**src/hdl/cas_defs.vh**
```
// Constants for the arithmetic and processor status register bank
`ifndef CAS_DEFS_VH
`define CAS_DEFS_VH
`define CAS_ARITH_STATUS_ADDR   8'h04
`define CAS_PROC_STATUS_ADDR    8'h06
`define CAS_ARITH_RESET         8'hf0
`define CAS_PROC_RESET_POR      8'h3c
`define CAS_BIT_CARRY           0
`define CAS_BIT_DIGIT           1
`define CAS_BIT_ZERO            2
`define CAS_BIT_OVF             3
`define CAS_BIT_BROWNOUT        0
`define CAS_BIT_POWERON         1
`define CAS_BIT_POWERDOWN       2
`define CAS_BIT_TIMEOUT         3
`define CAS_BIT_IRQ_DIS         4
`define CAS_BIT_STACK_ROOM      5
`define CAS_MODE_DEC            2'h0
`define CAS_MODE_INC            2'h1
`define CAS_OP_NONE             3'h0
`define CAS_OP_ADD              3'h1
`define CAS_OP_SUB              3'h2
`define CAS_OP_RLC              3'h3
`define CAS_OP_RRC              3'h4
`define CAS_OP_LOGIC            3'h5
`define CAS_STACK_TOP           4'hf
`endif

```
**src/hdl/cas_status_regs.v**
```verilog
// Arithmetic and processor status registers of the core
`timescale 1ns/1ps
// Behaviour
// RULE1 - Two-bit mode per pointer: dec, inc, hold
// RULE2 - Overflow flag set on signed sign flip
// RULE3 - Digit carry from bit 3, borrow inverted
// RULE4 - Carry from bit 7, borrow inverted
// RULE5 - Subtract adds two's complement of operand
// RULE6 - Rotate through carry loads shifted-out bit
// RULE7 - Software cannot write timeout, powerdown, stack bits
// RULE8 - Stack room clears at Fh, sticky on wrap
// RULE9 - Global disable blocks all interrupts
// RULE10 - Timeout set by power-up/clear, cleared by watchdog
// RULE11 - Powerdown set power-up/clear, cleared by sleep
// RULE12 - Power-on clears poweron flag; software sets it
// RULE13 - Brown-out clears brownout flag; software sets it
// RULE14 - Brownout flag undefined when detection disabled
// RULE15 - Poweron flag tells power-on from other resets
// RULE16 - Top two processor status bits read zero
// RULE17 - Flag logic overrides writes to Z, DC, C
// RULE18 - Master clear keeps timeout and powerdown bits
// RULE19 - Any reset sets stack room, zeroes pointer
// RULE20 - Zero flag tracks zero result
`include "cas_defs.vh"
module cas_status_regs (
   input  wire       mclk,
   input  wire       rst_b,
   input  wire       por_event,
   input  wire       bor_event,
   input  wire       brownout_detect_enable,
   input  wire [2:0] alu_op,
   input  wire [7:0] alu_a,
   input  wire [7:0] alu_b,
   input  wire       wr_en,
   input  wire [7:0] wr_addr,
   input  wire [7:0] wr_data,
   input  wire [7:0] rd_addr,
   input  wire       watchdog_clear_instr,
   input  wire       watchdog_timeout,
   input  wire       sleep_instr,
   input  wire       stack_push,
   input  wire       stack_pop,
   input  wire       ptr0_access,
   input  wire       ptr1_access,
   input  wire [7:0] irq_pending,
   input  wire [7:0] irq_enable,
   output reg  [7:0] rd_data,
   output reg  [7:0] alu_result,
   output reg  [7:0] indirect_pointer_zero,
   output reg  [7:0] indirect_pointer_one,
   output wire [3:0] stack_ptr,
   output wire       irq_take,
   output wire [7:0] arith_status,
   output wire [7:0] processor_status
);

   // Flag and mode storage
   reg  [1:0] pointer1_mode_ff;
   reg  [1:0] pointer0_mode_ff;
   reg        signed_overflow_flag_ff;
   reg        zero_flag_ff;
   reg        digit_carry_flag_ff;
   reg        carry_flag_ff;
   reg        stack_room_flag_ff;
   reg        stack_wrapped_ff;
   reg        global_irq_disable_ff;
   reg        watchdog_timeout_flag_ff;
   reg        powerdown_flag_ff;
   reg        poweron_flag_ff;
   reg        brownout_reset_flag_ff;
   reg  [3:0] stack_ptr_ff;
   // Reset-cause and watchdog synchroniser stages
   reg        por_sync1_ff;
   reg        por_sync2_ff;
   reg        bor_sync1_ff;
   reg        bor_sync2_ff;
   reg        wdt_sync1_ff;
   reg        wdt_sync2_ff;
   reg        por_hold_ff;
   reg        bor_hold_ff;

   // Combinational flag helpers
   reg        nxt_c;
   reg        nxt_dc;
   reg        nxt_ov;
   reg        flags_hit;
   reg  [8:0] sum9;
   reg  [4:0] sum5;
   reg  [7:0] opnd_b;
   wire       wr_arith;
   wire       wr_proc;
   wire [3:0] nxt_sp;

   // Pointer post-access step by mode code
   function [7:0] cas_step;
      input [7:0] ptr;
      input [1:0] mode;
      begin
         case (mode)
            `CAS_MODE_DEC: cas_step = ptr - 8'h01;
            `CAS_MODE_INC: cas_step = ptr + 8'h01;
            default:       cas_step = ptr;
         endcase
      end
   endfunction

   // Add and subtract share the carry-chain flag path
   function cas_is_arith;
      input [2:0] op;
      begin
         cas_is_arith = (op == `CAS_OP_ADD) || (op == `CAS_OP_SUB);
      end
   endfunction

   // Ops that drive the carry bit; logic and idle leave it to software
   function cas_moves_carry;
      input [2:0] op;
      begin
         case (op)
            `CAS_OP_ADD, `CAS_OP_SUB, `CAS_OP_RLC, `CAS_OP_RRC: cas_moves_carry = 1'b1;
            default:                                         cas_moves_carry = 1'b0;
         endcase
      end
   endfunction

   assign wr_arith = wr_en && (wr_addr == `CAS_ARITH_STATUS_ADDR);
   assign wr_proc  = wr_en && (wr_addr == `CAS_PROC_STATUS_ADDR);
   assign stack_ptr = stack_ptr_ff;

   assign arith_status = {pointer1_mode_ff, pointer0_mode_ff, signed_overflow_flag_ff,
                          zero_flag_ff, digit_carry_flag_ff, carry_flag_ff};
   assign processor_status = {2'h0, stack_room_flag_ff, global_irq_disable_ff, // [RULE16]
                              watchdog_timeout_flag_ff, powerdown_flag_ff,
                              poweron_flag_ff, brownout_reset_flag_ff};

   // Interrupt gate: global disable wins over every source
   assign irq_take = ~global_irq_disable_ff && |(irq_pending & irq_enable); // [RULE9]

   // ALU flag generation; subtract is an add of the negated operand
   always @* begin
      opnd_b    = (alu_op == `CAS_OP_SUB) ? (~alu_b + 8'h01) : alu_b; // [RULE5]
      sum9      = {1'b0, alu_a} + {1'b0, opnd_b};
      sum5      = {1'b0, alu_a[3:0]} + {1'b0, opnd_b[3:0]};
      nxt_c     = carry_flag_ff;
      nxt_dc    = digit_carry_flag_ff;
      nxt_ov    = signed_overflow_flag_ff;
      flags_hit = 1'b0;
      alu_result = 8'h00;
      case (alu_op)
         `CAS_OP_ADD, `CAS_OP_SUB: begin
            alu_result = sum9[7:0];
            // Borrow is the inverse of carry; add of negation gives it, except a zero operand, which forces carry set
            nxt_c  = (alu_op == `CAS_OP_SUB && alu_b == 8'h00) ? 1'b1 : sum9[8]; // [RULE4]
            nxt_dc = (alu_op == `CAS_OP_SUB && alu_b[3:0] == 4'h0) ? 1'b1 : sum5[4]; // [RULE3]
            // Negated operand misleads the sign test at 80h, so use the raw one
            if (alu_op == `CAS_OP_SUB)
               nxt_ov = (alu_a[7] != alu_b[7]) && (sum9[7] != alu_a[7]); // [RULE2]
            else
               nxt_ov = (alu_a[7] == alu_b[7]) && (sum9[7] != alu_a[7]); // [RULE2]
            flags_hit = 1'b1;
         end
         `CAS_OP_RLC: begin
            // Old carry enters at the bottom
            alu_result = {alu_a[6:0], carry_flag_ff};
            nxt_c = alu_a[7]; // [RULE6]
         end
         `CAS_OP_RRC: begin
            // Old carry enters at the top
            alu_result = {carry_flag_ff, alu_a[7:1]};
            nxt_c = alu_a[0]; // [RULE6]
         end
         `CAS_OP_LOGIC: begin
            // Logic ops touch only the zero flag
            alu_result = alu_a & alu_b;
            flags_hit = 1'b1;
         end
         default: begin
            alu_result = alu_a;
         end
      endcase
   end

   // Pointer movement with the sticky wrap detector
   assign nxt_sp = stack_push ? stack_ptr_ff + 4'h1 :
                   stack_pop  ? stack_ptr_ff - 4'h1 : stack_ptr_ff;

   // Power and brown-out causes arrive while rst_b is low, so no reset here
   always @(posedge mclk) begin
      por_sync1_ff <= por_event;
      por_sync2_ff <= por_sync1_ff;
      bor_sync1_ff <= bor_event;
      bor_sync2_ff <= bor_sync1_ff;
   end

   // Watchdog time-out synchroniser
   always @(posedge mclk or negedge rst_b) begin
      if (!rst_b) begin
         wdt_sync1_ff <= 1'b0;
         wdt_sync2_ff <= 1'b0;
      end else begin
         wdt_sync1_ff <= watchdog_timeout;
         wdt_sync2_ff <= wdt_sync1_ff;
      end
   end

   // Arithmetic status register
   always @(posedge mclk or negedge rst_b) begin
      if (!rst_b) begin
         pointer1_mode_ff        <= 2'h3;
         pointer0_mode_ff        <= 2'h3;
         signed_overflow_flag_ff <= 1'b0;
         zero_flag_ff            <= 1'b0;
         digit_carry_flag_ff     <= 1'b0;
         carry_flag_ff           <= 1'b0;
      end else begin
         if (wr_arith) begin
            pointer1_mode_ff <= wr_data[7:6];
            pointer0_mode_ff <= wr_data[5:4];
         end
         // Flag logic takes precedence over a write of the same bits
         if (cas_is_arith(alu_op))
            signed_overflow_flag_ff <= nxt_ov; // [RULE2] [RULE17]
         else if (wr_arith)
            signed_overflow_flag_ff <= wr_data[`CAS_BIT_OVF];

         // Zero follows every add, subtract and logic result
         if (flags_hit)
            zero_flag_ff <= (alu_result == 8'h00); // [RULE20] [RULE17]
         else if (wr_arith)
            zero_flag_ff <= wr_data[`CAS_BIT_ZERO];

         // Digit carry only from the adder
         if (flags_hit)
            digit_carry_flag_ff <= nxt_dc; // [RULE3] [RULE17]
         else if (wr_arith)
            digit_carry_flag_ff <= wr_data[`CAS_BIT_DIGIT];

         // Rotates own the carry too, so their write is dropped as well
         if (cas_moves_carry(alu_op))
            carry_flag_ff <= nxt_c; // [RULE4] [RULE6] [RULE17]
         else if (wr_arith)
            carry_flag_ff <= wr_data[`CAS_BIT_CARRY];
      end
   end

   // Indirect pointers stepped after each access
   always @(posedge mclk or negedge rst_b) begin
      if (!rst_b) begin
         indirect_pointer_zero <= 8'h00;
         indirect_pointer_one  <= 8'h00;
      end else begin
         // Each pointer follows its own mode field
         if (ptr0_access)
            indirect_pointer_zero <= cas_step(indirect_pointer_zero, pointer0_mode_ff); // [RULE1]
         if (ptr1_access)
            indirect_pointer_one <= cas_step(indirect_pointer_one, pointer1_mode_ff); // [RULE1]
      end
   end

   // Stack pointer and stack room flag; rst_b is any device reset
   always @(posedge mclk or negedge rst_b) begin
      if (!rst_b) begin
         stack_ptr_ff       <= 4'h0; // [RULE19]
         stack_room_flag_ff <= 1'b1; // [RULE19]
         stack_wrapped_ff   <= 1'b0;
      end else begin
         stack_ptr_ff <= nxt_sp;
         if (stack_push && stack_ptr_ff == `CAS_STACK_TOP)
            stack_wrapped_ff <= 1'b1; // [RULE8]
         // Software write ignored here; a wrap keeps the flag low until reset
         if (stack_wrapped_ff || (stack_push && stack_ptr_ff == `CAS_STACK_TOP))
            stack_room_flag_ff <= 1'b0; // [RULE8] [RULE7]
         // Reaching the top also clears it, so underflow shows too
         else if (nxt_sp == `CAS_STACK_TOP)
            stack_room_flag_ff <= 1'b0; // [RULE8]
         else
            stack_room_flag_ff <= 1'b1;
      end
   end

   // Processor status bits; master clear is rst_b and leaves timeout/powerdown alone
   always @(posedge mclk or negedge rst_b) begin
      if (!rst_b) begin
         global_irq_disable_ff <= 1'b1;
      end else if (wr_proc) begin
         global_irq_disable_ff <= wr_data[`CAS_BIT_IRQ_DIS];
      end
   end

   // Timeout has no async reset so master clear keeps it; set wins
   always @(posedge mclk) begin
      if (por_sync2_ff || watchdog_clear_instr)
         watchdog_timeout_flag_ff <= 1'b1; // [RULE10] [RULE18]
      else if (wdt_sync2_ff)
         watchdog_timeout_flag_ff <= 1'b0; // [RULE10] [RULE7]
   end

   // Powerdown likewise survives master clear; set wins over sleep
   always @(posedge mclk) begin
      if (por_sync2_ff || watchdog_clear_instr)
         powerdown_flag_ff <= 1'b1; // [RULE11] [RULE18]
      else if (sleep_instr)
         powerdown_flag_ff <= 1'b0; // [RULE11]
   end

   // Delayed copy stretches the power-on clear by one cycle past por_sync2_ff; brown-out clear uses only its delayed copy
   always @(posedge mclk) begin
      por_hold_ff <= por_sync2_ff;
      bor_hold_ff <= bor_sync2_ff && brownout_detect_enable; // [RULE14]
   end

   // Power-on flag; hardware clear beats a software set in the same cycle
   always @(posedge mclk) begin
      if (por_sync2_ff || por_hold_ff)
         poweron_flag_ff <= 1'b0; // [RULE12] [RULE15]
      else if (wr_proc)
         poweron_flag_ff <= wr_data[`CAS_BIT_POWERON]; // [RULE12]
   end

   // Brown-out flag; a power-on counts as a brown-out so it starts at zero
   always @(posedge mclk) begin
      if (bor_hold_ff || por_sync2_ff)
         brownout_reset_flag_ff <= 1'b0; // [RULE13]
      else if (wr_proc)
         brownout_reset_flag_ff <= wr_data[`CAS_BIT_BROWNOUT]; // [RULE13]
   end

   // Register read port; unmapped addresses read zero
   always @(posedge mclk or negedge rst_b) begin
      if (!rst_b) begin
         rd_data <= 8'h00;
      end else begin
         case (rd_addr)
            `CAS_ARITH_STATUS_ADDR: rd_data <= arith_status;
            `CAS_PROC_STATUS_ADDR:  rd_data <= processor_status; // [RULE16]
            default:                rd_data <= 8'h00;
         endcase
      end
   end

endmodule

```
**config.mk**
```make
export PLATFORM = sky130hd
export DESIGN_NAME = cas_status_regs
export DESIGN_NICKNAME = d
export VERILOG_FILES = /design/src/hdl/cas_status_regs.v
export VERILOG_INCLUDE_DIRS = /design/src /design/src/hdl
export SDC_FILE = /design/constraint.sdc
export NUM_CORES = 1
export LEC_CHECK = 0
export BUFFER_PORTS_ARGS = -buffer_cell sky130_fd_sc_hd__buf_2
export CORE_MARGIN = 2
export CORE_UTILIZATION = 51
export CTS_CLUSTER_SIZE = 10
export DETAILED_ROUTE_END_ITERATION = 8
export GPL_TIMING_DRIVEN = 0
export PLACE_DENSITY = 0.81
export SYNTH_ARGS = -nofsm -noshare
export SYNTH_HDL_FRONTEND = slang
export SYNTH_SLANG_ARGS = --single-unit
```
**constraint.sdc**
```tcl
create_clock -name mclk -period 4.5 [get_ports mclk]
set_clock_uncertainty 0.15 [all_clocks]
set_input_delay 0.675 -clock mclk [delete_from_list [all_inputs] [get_ports mclk]]
set_output_delay 0.675 -clock mclk [all_outputs]
set_load 0.005 [all_outputs]
```
==> results.ini, run 1 <==
[cells_and_area]
drive_gt1_share_pct=33.0
num_antenna_cells=0
final_util_pct=64.2
fin_area_sq_mm=0.00434
final_nets=610
area_growth_pct=22.0

[power_and_ir_drop]
powerDensity_mw_per_mm2=422
power.leakage_nw=2.16
ir_drop_mv=0.205

[worst_setup_path]
criticalPathCategory=input pin to output pin
required_ns=3.67
worstSetupStartpointType=input pin
arrival_ns=3.29
crit_fanout=10
worstSetupEndpointType=output pin

[die]
rows=30
chipWidth_um=87.5
num_io_pins=125
die_height_um=87.5
die_area_sq_mm=0.00766
coreArea_sq_mm=0.00676
initial_core_util_pct=52.6

[timing]
maxSlewViolCount=0
fin_crit_ns=4.11
finalSetupViolations=0
relSlewSlack_pct=40.2
tightest_slew_ns=0.896
period_share_pct=91.4
whs_ns=0.191
finalHoldViolCount=0
fin_tns_setup_ns=0
rsz0062_at_grt=no
fmax_ghz=0.243

[route]
drc_errors=0
antenna_left=0
via_per_inst=5.53
wl_met1_um=3900
routed-wl-met2_um=4470
wirelength_um=8910
firstDrtPassIters=4
drt_iter0_drc=102
num_vias=3273
top_layer=met4
routedWlPerCell_um=15.0
wl_met3_um=481

[synth]
synthCells=385
synth_top_flop_cell=dfrtp_1
ys_seq_elements=51
ys_warn_count=0
synth-edff-count=0
syn_area_per_cell_sq_um=9.24
synthesis.area_sq_mm=0.00356
async_flop_share_pct=80.4
synth.distinct_cells=61
ys_seq_area_share_pct=34.7

[cts]
clock_sinks=51
clockBufferDepth=2
clock_latency_ns=0.30
numCtsBuffers=5
cts_tree=built
htreeDepth=2
cts.clk_slew.worst_paths_ns=0.09
cts_root_buf=clkbuf_8

[placed_design]
gp_congestion=0.959
dpl_cell_area_sq_mm=0.00426
dp_hpwl_um=7170
io_buffers=119

[global_route]
grt_max_degree=42
grt.overflow.total=0
antenna_found_initial=0
grt_pass1_wl_um=14400
grt_pass1_vias=3079
grt_use_total_pct=23.4

[worst_hold_path]
min_path_type=flip-flop to flip-flop

[outcome]
outcome=finished clean

[flow_run]
drv_cap=0

-- state kept, by name (all words and copies together) (netlist names), 2 cells and up --
signal,cells
indirect_pointer_one,8
indirect_pointer_zero,8
rd_data,8
stack_ptr,4
pointer0_mode_ff,2
pointer1_mode_ff,2
-- critical path: stages --
cell	delay, ns
buf_2	0.13
buf_2	0.21
nor2b_1	0.27
nand2b_1	0.20
nor2_1	0.24
xnor2_1	0.15
ha_1	0.30
and3_1	0.19
a21oi_1	0.17
nand3b_1	0.12
xnor2_1	0.14
o21ai_0	0.32
buf_2	0.18
-- power breakdown --
group          switching [mW]  internal (mW)
clock                   0.147          0.109
combinational           0.442          0.439
sequential              0.115          0.577
-- timing repair --
| item | in CTS | in global routing |
|---|---|---|
| buffers inserted | 0 | 0 |
| hold buffers | 0 | 0 |
| gates resized for setup | 0 | 1 |
| setup endpoints to repair | 0 | 3 |
-- layout make-up --
cell class | count | area [sq um]
plain buffers | 23 | 148
clock buffers | 6 | 72.6
clock inverters | 2 | 12.5
fillers | 587 | 2420
inverters | 16 | 60.1
multi-input cells | 295 | 2120
flip-flops and latches | 51 | 1230
well taps | 80 | 100
repair buffers | 119 | 596
-- placed cells by master, fill, tap and decap left out, types with 3 or more instances in the layout --
master / n
a21o_1: 8
a21oi_1: 26
a221oi_1: 4
a22oi_1: 4
a41oi_1: 3
and2_1: 3
buf_2: 123
buf_4: 13
clkbuf_1: 4
clkbuf_8: 5
dfrtp_1: 35
dfstp_2: 6
dfxtp_1: 10
fa_1: 3
ha_1: 24
inv_1: 16
mux2_2: 9
mux2i_1: 16
nand2_1: 32
nand2b_1: 10
nand3_1: 3
nor2_1: 28
nor2b_1: 4
nor3_1: 9
nor3b_1: 3
o211ai_1: 5
o21ai_0: 22
o21bai_1: 3
o22ai_1: 5
or3_1: 3
xnor2_1: 15
xor2_1: 15
-- cells by family (layout without fill, tap and decap cells) --
logic type      count (synthesis)  count (layout)  synth area share [%]
compound gates                102             102                  19.1
xor+xnor                       30              30                  7.39
fa+ha+maj                      27              27                  10.1
buf+inv                        40             166                  5.95
flops                          51              51                  34.7
mux                            25              25                  7.35
other cells                     1               2                 0.105
simple gates                  109             109                  15.2
-- routing by layer --
layer / vias up / global-route usage (%)
met2: 112 / 41.5
met4: 0 / 3.92
met3: 6 / 4.08
li1: 1618 / -
met5: - / 0
met1: 1537 / 30.4
-- per-stage QoR --
step	worst slack, ns	total power [mW]	std cells
6_report	0.386	1.83	592
5_1_grt	0.119	2.00	592
4_1_cts	0.146	1.84	593
3_5_place_dp	0.151	1.58	585
3_3_place_gp	0.185	1.54	585
2_1_floorplan	0.679	1.28	386
-- synth_stat cells (all sizes together), types with 3 or more instances --
| cell | number | share of area [%] |
|---|---|---|
| o21bai | 3 | 0.63 |
| nand2b | 10 | 1.8 |
| o22ai | 5 | 0.88 |
| mux2i | 16 | 4.5 |
| dfxtp | 10 | 5.6 |
| a21o | 8 | 1.7 |
| buf | 21 | 3.9 |
| nand2 | 32 | 3.4 |
| dfrtp | 35 | 25 |
| xor2 | 15 | 3.7 |
| mux2 | 9 | 2.9 |
| and2 | 3 | 0.53 |
| clkbuf | 3 | 0.32 |
| a41oi | 3 | 0.74 |
| nor3b | 3 | 0.63 |
| a221oi | 4 | 0.99 |
| dfstp | 6 | 4.4 |
| o211ai | 5 | 1.1 |
| nor3 | 10 | 1.7 |
| o21ai | 22 | 3.1 |
| a21oi | 26 | 3.7 |
| nor2b | 4 | 0.70 |
| inv | 16 | 1.7 |
| nor2 | 30 | 3.2 |
| a22oi | 4 | 0.84 |
| xnor2 | 15 | 3.7 |
| nand3 | 3 | 0.42 |
| or3 | 3 | 0.53 |
| fa | 3 | 1.7 |
| ha | 24 | 8.4 |
-- worst paths after layout --
check	slack, ns	depth (start not counted)	to	from
min in group asynchronous	0.34	1	indirect_pointer_zero[4]$_DFFE_PN0P_	rst_b
setup reg to reg	1.94	8	indirect_pointer_zero[7]$_DFFE_PN0P_	pointer0_mode_ff[1]$_DFFE_PN1P_
hold / removal	0.19	0	por_sync2_ff$_DFF_P_	por_sync1_ff$_DFF_P_
hold reg to reg	0.19	0	por_sync2_ff$_DFF_P_	por_sync1_ff$_DFF_P_
max in group asynchronous	3.28	1	stack_ptr[2]$_DFF_PN0_	rst_b
setup / recovery	0.39	13	alu_result[6]	alu_op[1]
Power figures use the tool's default switching activity.
==> inputs of run 2 (changes only) <==
Settings changed: ABC_AREA set to 1.
==> run 2 against run 1 <==
  * Synthesized area rose by 2.2%
  * Sequential power fell by 1%
  * Hold slack got worse by 0.0013 ns
  * Combinational power rose by 5.9%
  * Total power rose by 6.4%
  * Maximum frequency rose by 8.1%
  * Die area rose by 2.1%
  * Clock power rose by 29%
  * Global-route usage rose by 1.2 points
  * Via count rose by 12%
  * Routed wire length rose by 7.9%
==> results.ini, run 2 <==
[timing]
whs_ns=0.190
period_share_pct=84.6
finalSetupViolations=0
fmax_ghz=0.263
rsz0062_at_grt=no
tightest_slew_ns=0.890
maxSlewViolCount=0
fin_crit_ns=3.81
finalHoldViolCount=0
relSlewSlack_pct=40.7
fin_tns_setup_ns=0

[die]
die_height_um=88.4
chipWidth_um=88.4
initial_core_util_pct=53.2
rows=30
num_io_pins=125
die_area_sq_mm=0.00782
coreArea_sq_mm=0.00683

[cells_and_area]
num_antenna_cells=0
largestRegisters=indirect_pointer_one (8), indirect_pointer_zero (8), rd_data (8)
final_nets=718
drive_gt1_share_pct=28.2
area_growth_pct=23.4
layout_common_cells=129 x nand2_1, 123 x buf_2, 72 x inv_1
final_common_cell=nand2_1

[worst_setup_path]
crit_fanout=5
required_ns=3.67
max_stage_delay_ns=0.31
cp.depth=17
arrival_ns=2.98
criticalPathCategory=input pin to output pin
critPathBufInv=5
crit_path_top_delay_cell=ha_1
r2r_cells=13
worstSetupStartpointType=input pin
worstSetupEndpointType=output pin
path_cells=buf_2 > inv_1 > ha_1 > nand3_1 > nor3_1 > or2_2 > xnor2_1 > ha_1 > nand2_1 > inv_1 > a21oi_1 > nand3_1 > nand3_1 > nand2_1 > nand2_1 > inv_1 > buf_2
crit_family=simple AND/OR/NAND/NOR gates

[global_route]
grt_max_degree=42
grt_pass1_wl_um=15300
grt_use_total_pct=24.6
antenna_found_initial=0
grt.overflow.total=0
grt_pass1_vias=3526

[synth]
synth-edff-count=0
yosys.cell_count.top_type=nand2_1
ys_seq_elements=51
syn_area_per_cell_sq_um=7.43
synth_top_area_share_pct=24.1
synth_largest_area_cell=dfrtp_1
synth_top_flop_cell=dfrtp_1
ys_warn_count=0
synth.distinct_cells=47
ys_seq_area_share_pct=34.0
async_flop_share_pct=80.4
synthesis.area_sq_mm=0.00363
synthCells=489
synth_common_cells=129 x nand2_1, 72 x inv_1, 35 x dfrtp_1
synthTopCellsByArea=dfrtp_1 24%, nand2_1 13%, ha_1 8.3%

[route]
via_per_inst=5.13
antenna_left=0
num_vias=3670
drt_iter0_drc=156
wirelength_um=9610
drc_errors=0
routedWlPerCell_um=13.4
firstDrtPassIters=4

[placed_design]
dp_hpwl_um=7730
gp_congestion=0.927
io_buffers=122

[power_and_ir_drop]
power.leakage_nw=2.49
powerDensity_mw_per_mm2=434
ir_drop_mv=0.168

[cts]
clockBufferDepth=2
holdBufCountCts=0
cts_resized=0
cts.clk_slew.worst_paths_ns=0.10
numCtsBuffers=5
clock_latency_ns=0.31
htreeDepth=2
cts_tree=built
cts_root_buf=clkbuf_8
clock_sinks=51
postCtsSetupRepairBufs=0

[flow_run]
drv_cap=0

[outcome]
outcome=finished clean

[worst_hold_path]
hold_path_depth=0
min_path_type=flip-flop to flip-flop

-- run 2: cell type report --
type | instances | area (sq um)
well taps | 96 | 120
plain buffers | 14 | 115
clock buffers | 5 | 68.8
flip-flops and latches | 51 | 1230
repair buffers | 122 | 611
clock inverters | 3 | 47.5
fillers | 639 | 2350
inverters | 77 | 289
multi-input cells | 348 | 2000
-- run 2: final timing paths --
check / start / to / slack (ns)
min reg2reg: bor_sync1_ff$_DFF_P_ / bor_sync2_ff$_DFF_P_ / 0.19
max: alu_b[1] / alu_result[7] / 0.69
max in group asynchronous: rst_b / stack_ptr[1]$_DFF_PN0_ / 3.31
min in group asynchronous: rst_b / indirect_pointer_zero[1]$_DFFE_PN0P_ / 0.33
max reg2reg: pointer1_mode_ff[1]$_DFFE_PN1P_ / indirect_pointer_one[5]$_DFFE_PN0P_ / 1.92
min: bor_sync1_ff$_DFF_P_ / bor_sync2_ff$_DFF_P_ / 0.19
-- run 2: worst reg2reg max path, stage by stage (launching register included) --
cell     delay (ns)
dfstp_2        0.54
inv_1          0.06
nand2_1        0.23
ha_1           0.34
a21o_1         0.20
a31oi_1        0.26
inv_1          0.08
nand2_1        0.08
nand2_1        0.06
nand2_1        0.05
nand2_1        0.07
or2_0          0.23
nand3_1        0.07
nand2_1        0.05
-- run 2: per-stage QoR --
step                      setup WS [ns]  utilization [%]  std cells  power, mW  area [sq um]
final                             0.694             65.6        716       1.95          4480
after global routing              0.456             65.6        716       2.11          4480
after CTS                         0.699             65.6        716       1.94          4480
after detailed placement          0.708             63.9        708       1.60          4370
after global placement            0.731             63.9        708       1.56          4370
after floorplan                    1.24                -        490       1.30          3640
-- run 2: metal layers --
layer | global-route usage (%) | vias up | share of wire [%]
met5 | 0 | - | 0
met4 | 5.37 | 0 | 1.3
met3 | 3.73 | 11 | 5.5
met2 | 46.8 | 117 | 51
met1 | 29.2 | 1697 | 42
li1 | - | 1845 | -
-- run 2: report_power, final --
| group | internal, mW | switching [mW] |
|---|---|---|
| combinational | 0.414 | 0.519 |
| clock | 0.169 | 0.161 |
| sequential | 0.575 | 0.108 |
-- run 2: cells by family (layout without fill, tap and decap cells) --
kind of cell	Yosys count	after routing	synth area share, %
compound gates	76	76	12.3
xor+xnor	14	14	3.37
fa+ha+maj	27	27	9.92
buf+inv	91	221	11.1
flops	51	51	34.0
other cells	1	2	0.103
simple gates	229	229	29.3
==> inputs of run 3 (changes only) <==
Settings changed: ABC_AREA 1 to 0, CORE_UTILIZATION 51 to 46, PLACE_DENSITY 0.81 to 0.78.
Clock period 4.5 ns to 3.5 ns, I/O delays scaled along.
==> run 3 against run 2 <==
  * Clock-buffer cell count grew 1
  * Sequential power is 31% higher
  * Clock power rose by 46%
  * Register-to-register slack lost 0.95 ns
  * Hold slack worse by 0.020 ns
  * Die area rose by 8.1%
  * Combinational power rose by 26%
  * Largest power group unchanged
==> results.ini, run 3 (same netlist as run 1, synthesis figures left out) <==
[worst_setup_path]
max_stage_delay_ns=0.32
r2r_cells=8
timing.rr.end=indirect_pointer_zero[7]$_DFFE_PN0P_
cp.depth=12
required_ns=2.82
r2r_slack_ns=0.97
crit_family=simple AND/OR/NAND/NOR gates
arrival_ns=2.74
criticalPathCategory=input pin to output pin
worstSetupEndpointType=output pin
cpMostUsedCell=buf_2
path_cells=buf_2 > buf_6 > nor2b_4 > nand2b_4 > nor2_2 > xor2_1 > ha_1 > nor2b_2 > o21a_1 > or3_1 > a31o_2 > buf_2
critPathBufInv=3
crit_path_top_delay_cell=or3_1
worstSetupStartpointType=input pin
crit_start=alu_op[1]
crit_fanout=10
setup.worst_path.end=alu_result[4]
r2r-start=pointer0_mode_ff[0]$_DFFE_PN1P_

[cells_and_area]
area_growth_pct=27.8
num_antenna_cells=0
drive_gt1_share_pct=36.4
largestRegisters=indirect_pointer_one (8), indirect_pointer_zero (8), rd_data (8)
finalNonFillerCells=619
layout_common_cells=121 x buf_2, 35 x dfrtp_1, 32 x nand2_1
fillers=687
final_common_cell=buf_2
fin_area_sq_mm=0.00455
final_nets=615

[route]
firstDrtPassIters=4
routed-wl-met2_um=4730
top_layer=met5
drc_errors=0
routedWlPerCell_um=15.2
antenna_left=0
num_vias=3377
wirelength_um=9430
wl_met3_um=682
via_per_inst=5.46
wl_met1_um=3850
drt_iter0_drc=120

[die]
die_height_um=91.9
num_io_pins=125
chipWidth_um=91.9
coreArea_sq_mm=0.00761
die_area_sq_mm=0.00845
rows=32
initial_core_util_pct=46.7

[global_route]
grt_use_total_pct=22.0
grt_pass1_vias=3228
grt_pass1_wl_um=15300
antenna_found_initial=1
grt.overflow.total=0
grt_max_degree=42

[timing]
tightest_slew_ns=0.924
fmax_ghz=0.293
relSlewSlack_pct=38.4
finalHoldViolCount=0
maxSlewViolCount=0
fin_crit_ns=3.42
period_share_pct=97.6
finalSetupViolations=0

[outcome]
outcome=finished clean

[flow_run]
drv_cap=0

[worst_hold_path]
min_path_type=flip-flop to flip-flop
hp-start=por_sync1_ff$_DFF_P_
hold_path_depth=0

[cts]
cts.clk_slew.worst_paths_ns=0.10
cts_tree=built
clock_sinks=51
htreeDepth=2
numCtsBuffers=5
clockBufferDepth=2
cts_root_buf=clkbuf_8
clock_latency_ns=0.30

[placed_design]
io_buffers=119
place_inst=607
dp_hpwl_um=7310
dpl_cell_area_sq_mm=0.00430
gp_congestion=0.929

[power_and_ir_drop]
powerDensity_mw_per_mm2=562
ir_drop_mv=0.282
power.leakage_nw=2.25

-- run 3: power breakdown --
group          internal [mW]  leakage (nW)  switching (mW)
clock                  0.286        0.0654           0.195
combinational          0.586          1.60           0.595
sequential             0.741         0.581           0.151
-- run 3: how the worst min path moves through the flow --
stage	endpoint	slack (ns)
after floorplan	carry_flag_ff$_DFFE_PN0P_	0.08
after global placement	por_sync2_ff$_DFF_P_	0.16
after detailed placement	bor_sync2_ff$_DFF_P_	0.16
after CTS	por_sync1_ff$_DFF_P_	0.18
after global routing	bor_sync1_ff$_DFF_P_	0.17
final	por_sync2_ff$_DFF_P_	0.17
-- run 3: routing by layer --
layer | track usage, % | vias to the layer above
met4 | 4.85 | 2
met1 | 27.8 | 1582
li1 | - | 1636
met5 | 0 | -
met3 | 4.60 | 18
met2 | 38.9 | 139
-- run 3: area by class of cell --
type / count / area [sq um] / share of cell area [%]
Timing Repair Buffer: 124 / 633 / 13.9
Clock buffer: 6 / 72.6 / 1.60
Inverter: 16 / 60.1 / 1.32
Clock inverter: 2 / 60.1 / 1.32
Sequential cell: 51 / 1230 / 27.1
Tap cell: 102 / 128 / 2.81
Multi-Input combinational cell: 295 / 2200 / 48.4
Buffer: 23 / 156 / 3.44
-- run 3: timing repair --
item	in CTS	in global routing
resized for setup	7	14
setup endpoints to repair	5	5
pin swaps	3	5
buffers inserted	1	4
hold buffers	0	0
gates cloned	0	0
-- run 3: metrics by stage --
stage / hold WS [ns] / setup TNS [ns] / total power, mW / setup WS [ns] / util (%)
2_1_floorplan: 0.0794 / 0 / 1.65 / 0.0126 / -
3_3_place_gp: 0.161 / -1.04 / 1.98 / -0.345 / 56.5
3_5_place_dp: 0.164 / -1.07 / 2.04 / -0.361 / 56.5
4_1_cts: 0.175 / 0 / 2.54 / 0.0198 / 58.7
5_1_grt: 0.167 / -0.0644 / 2.76 / -0.0347 / 59.8
6_report: 0.170 / 0 / 2.55 / 0.0832 / 59.8
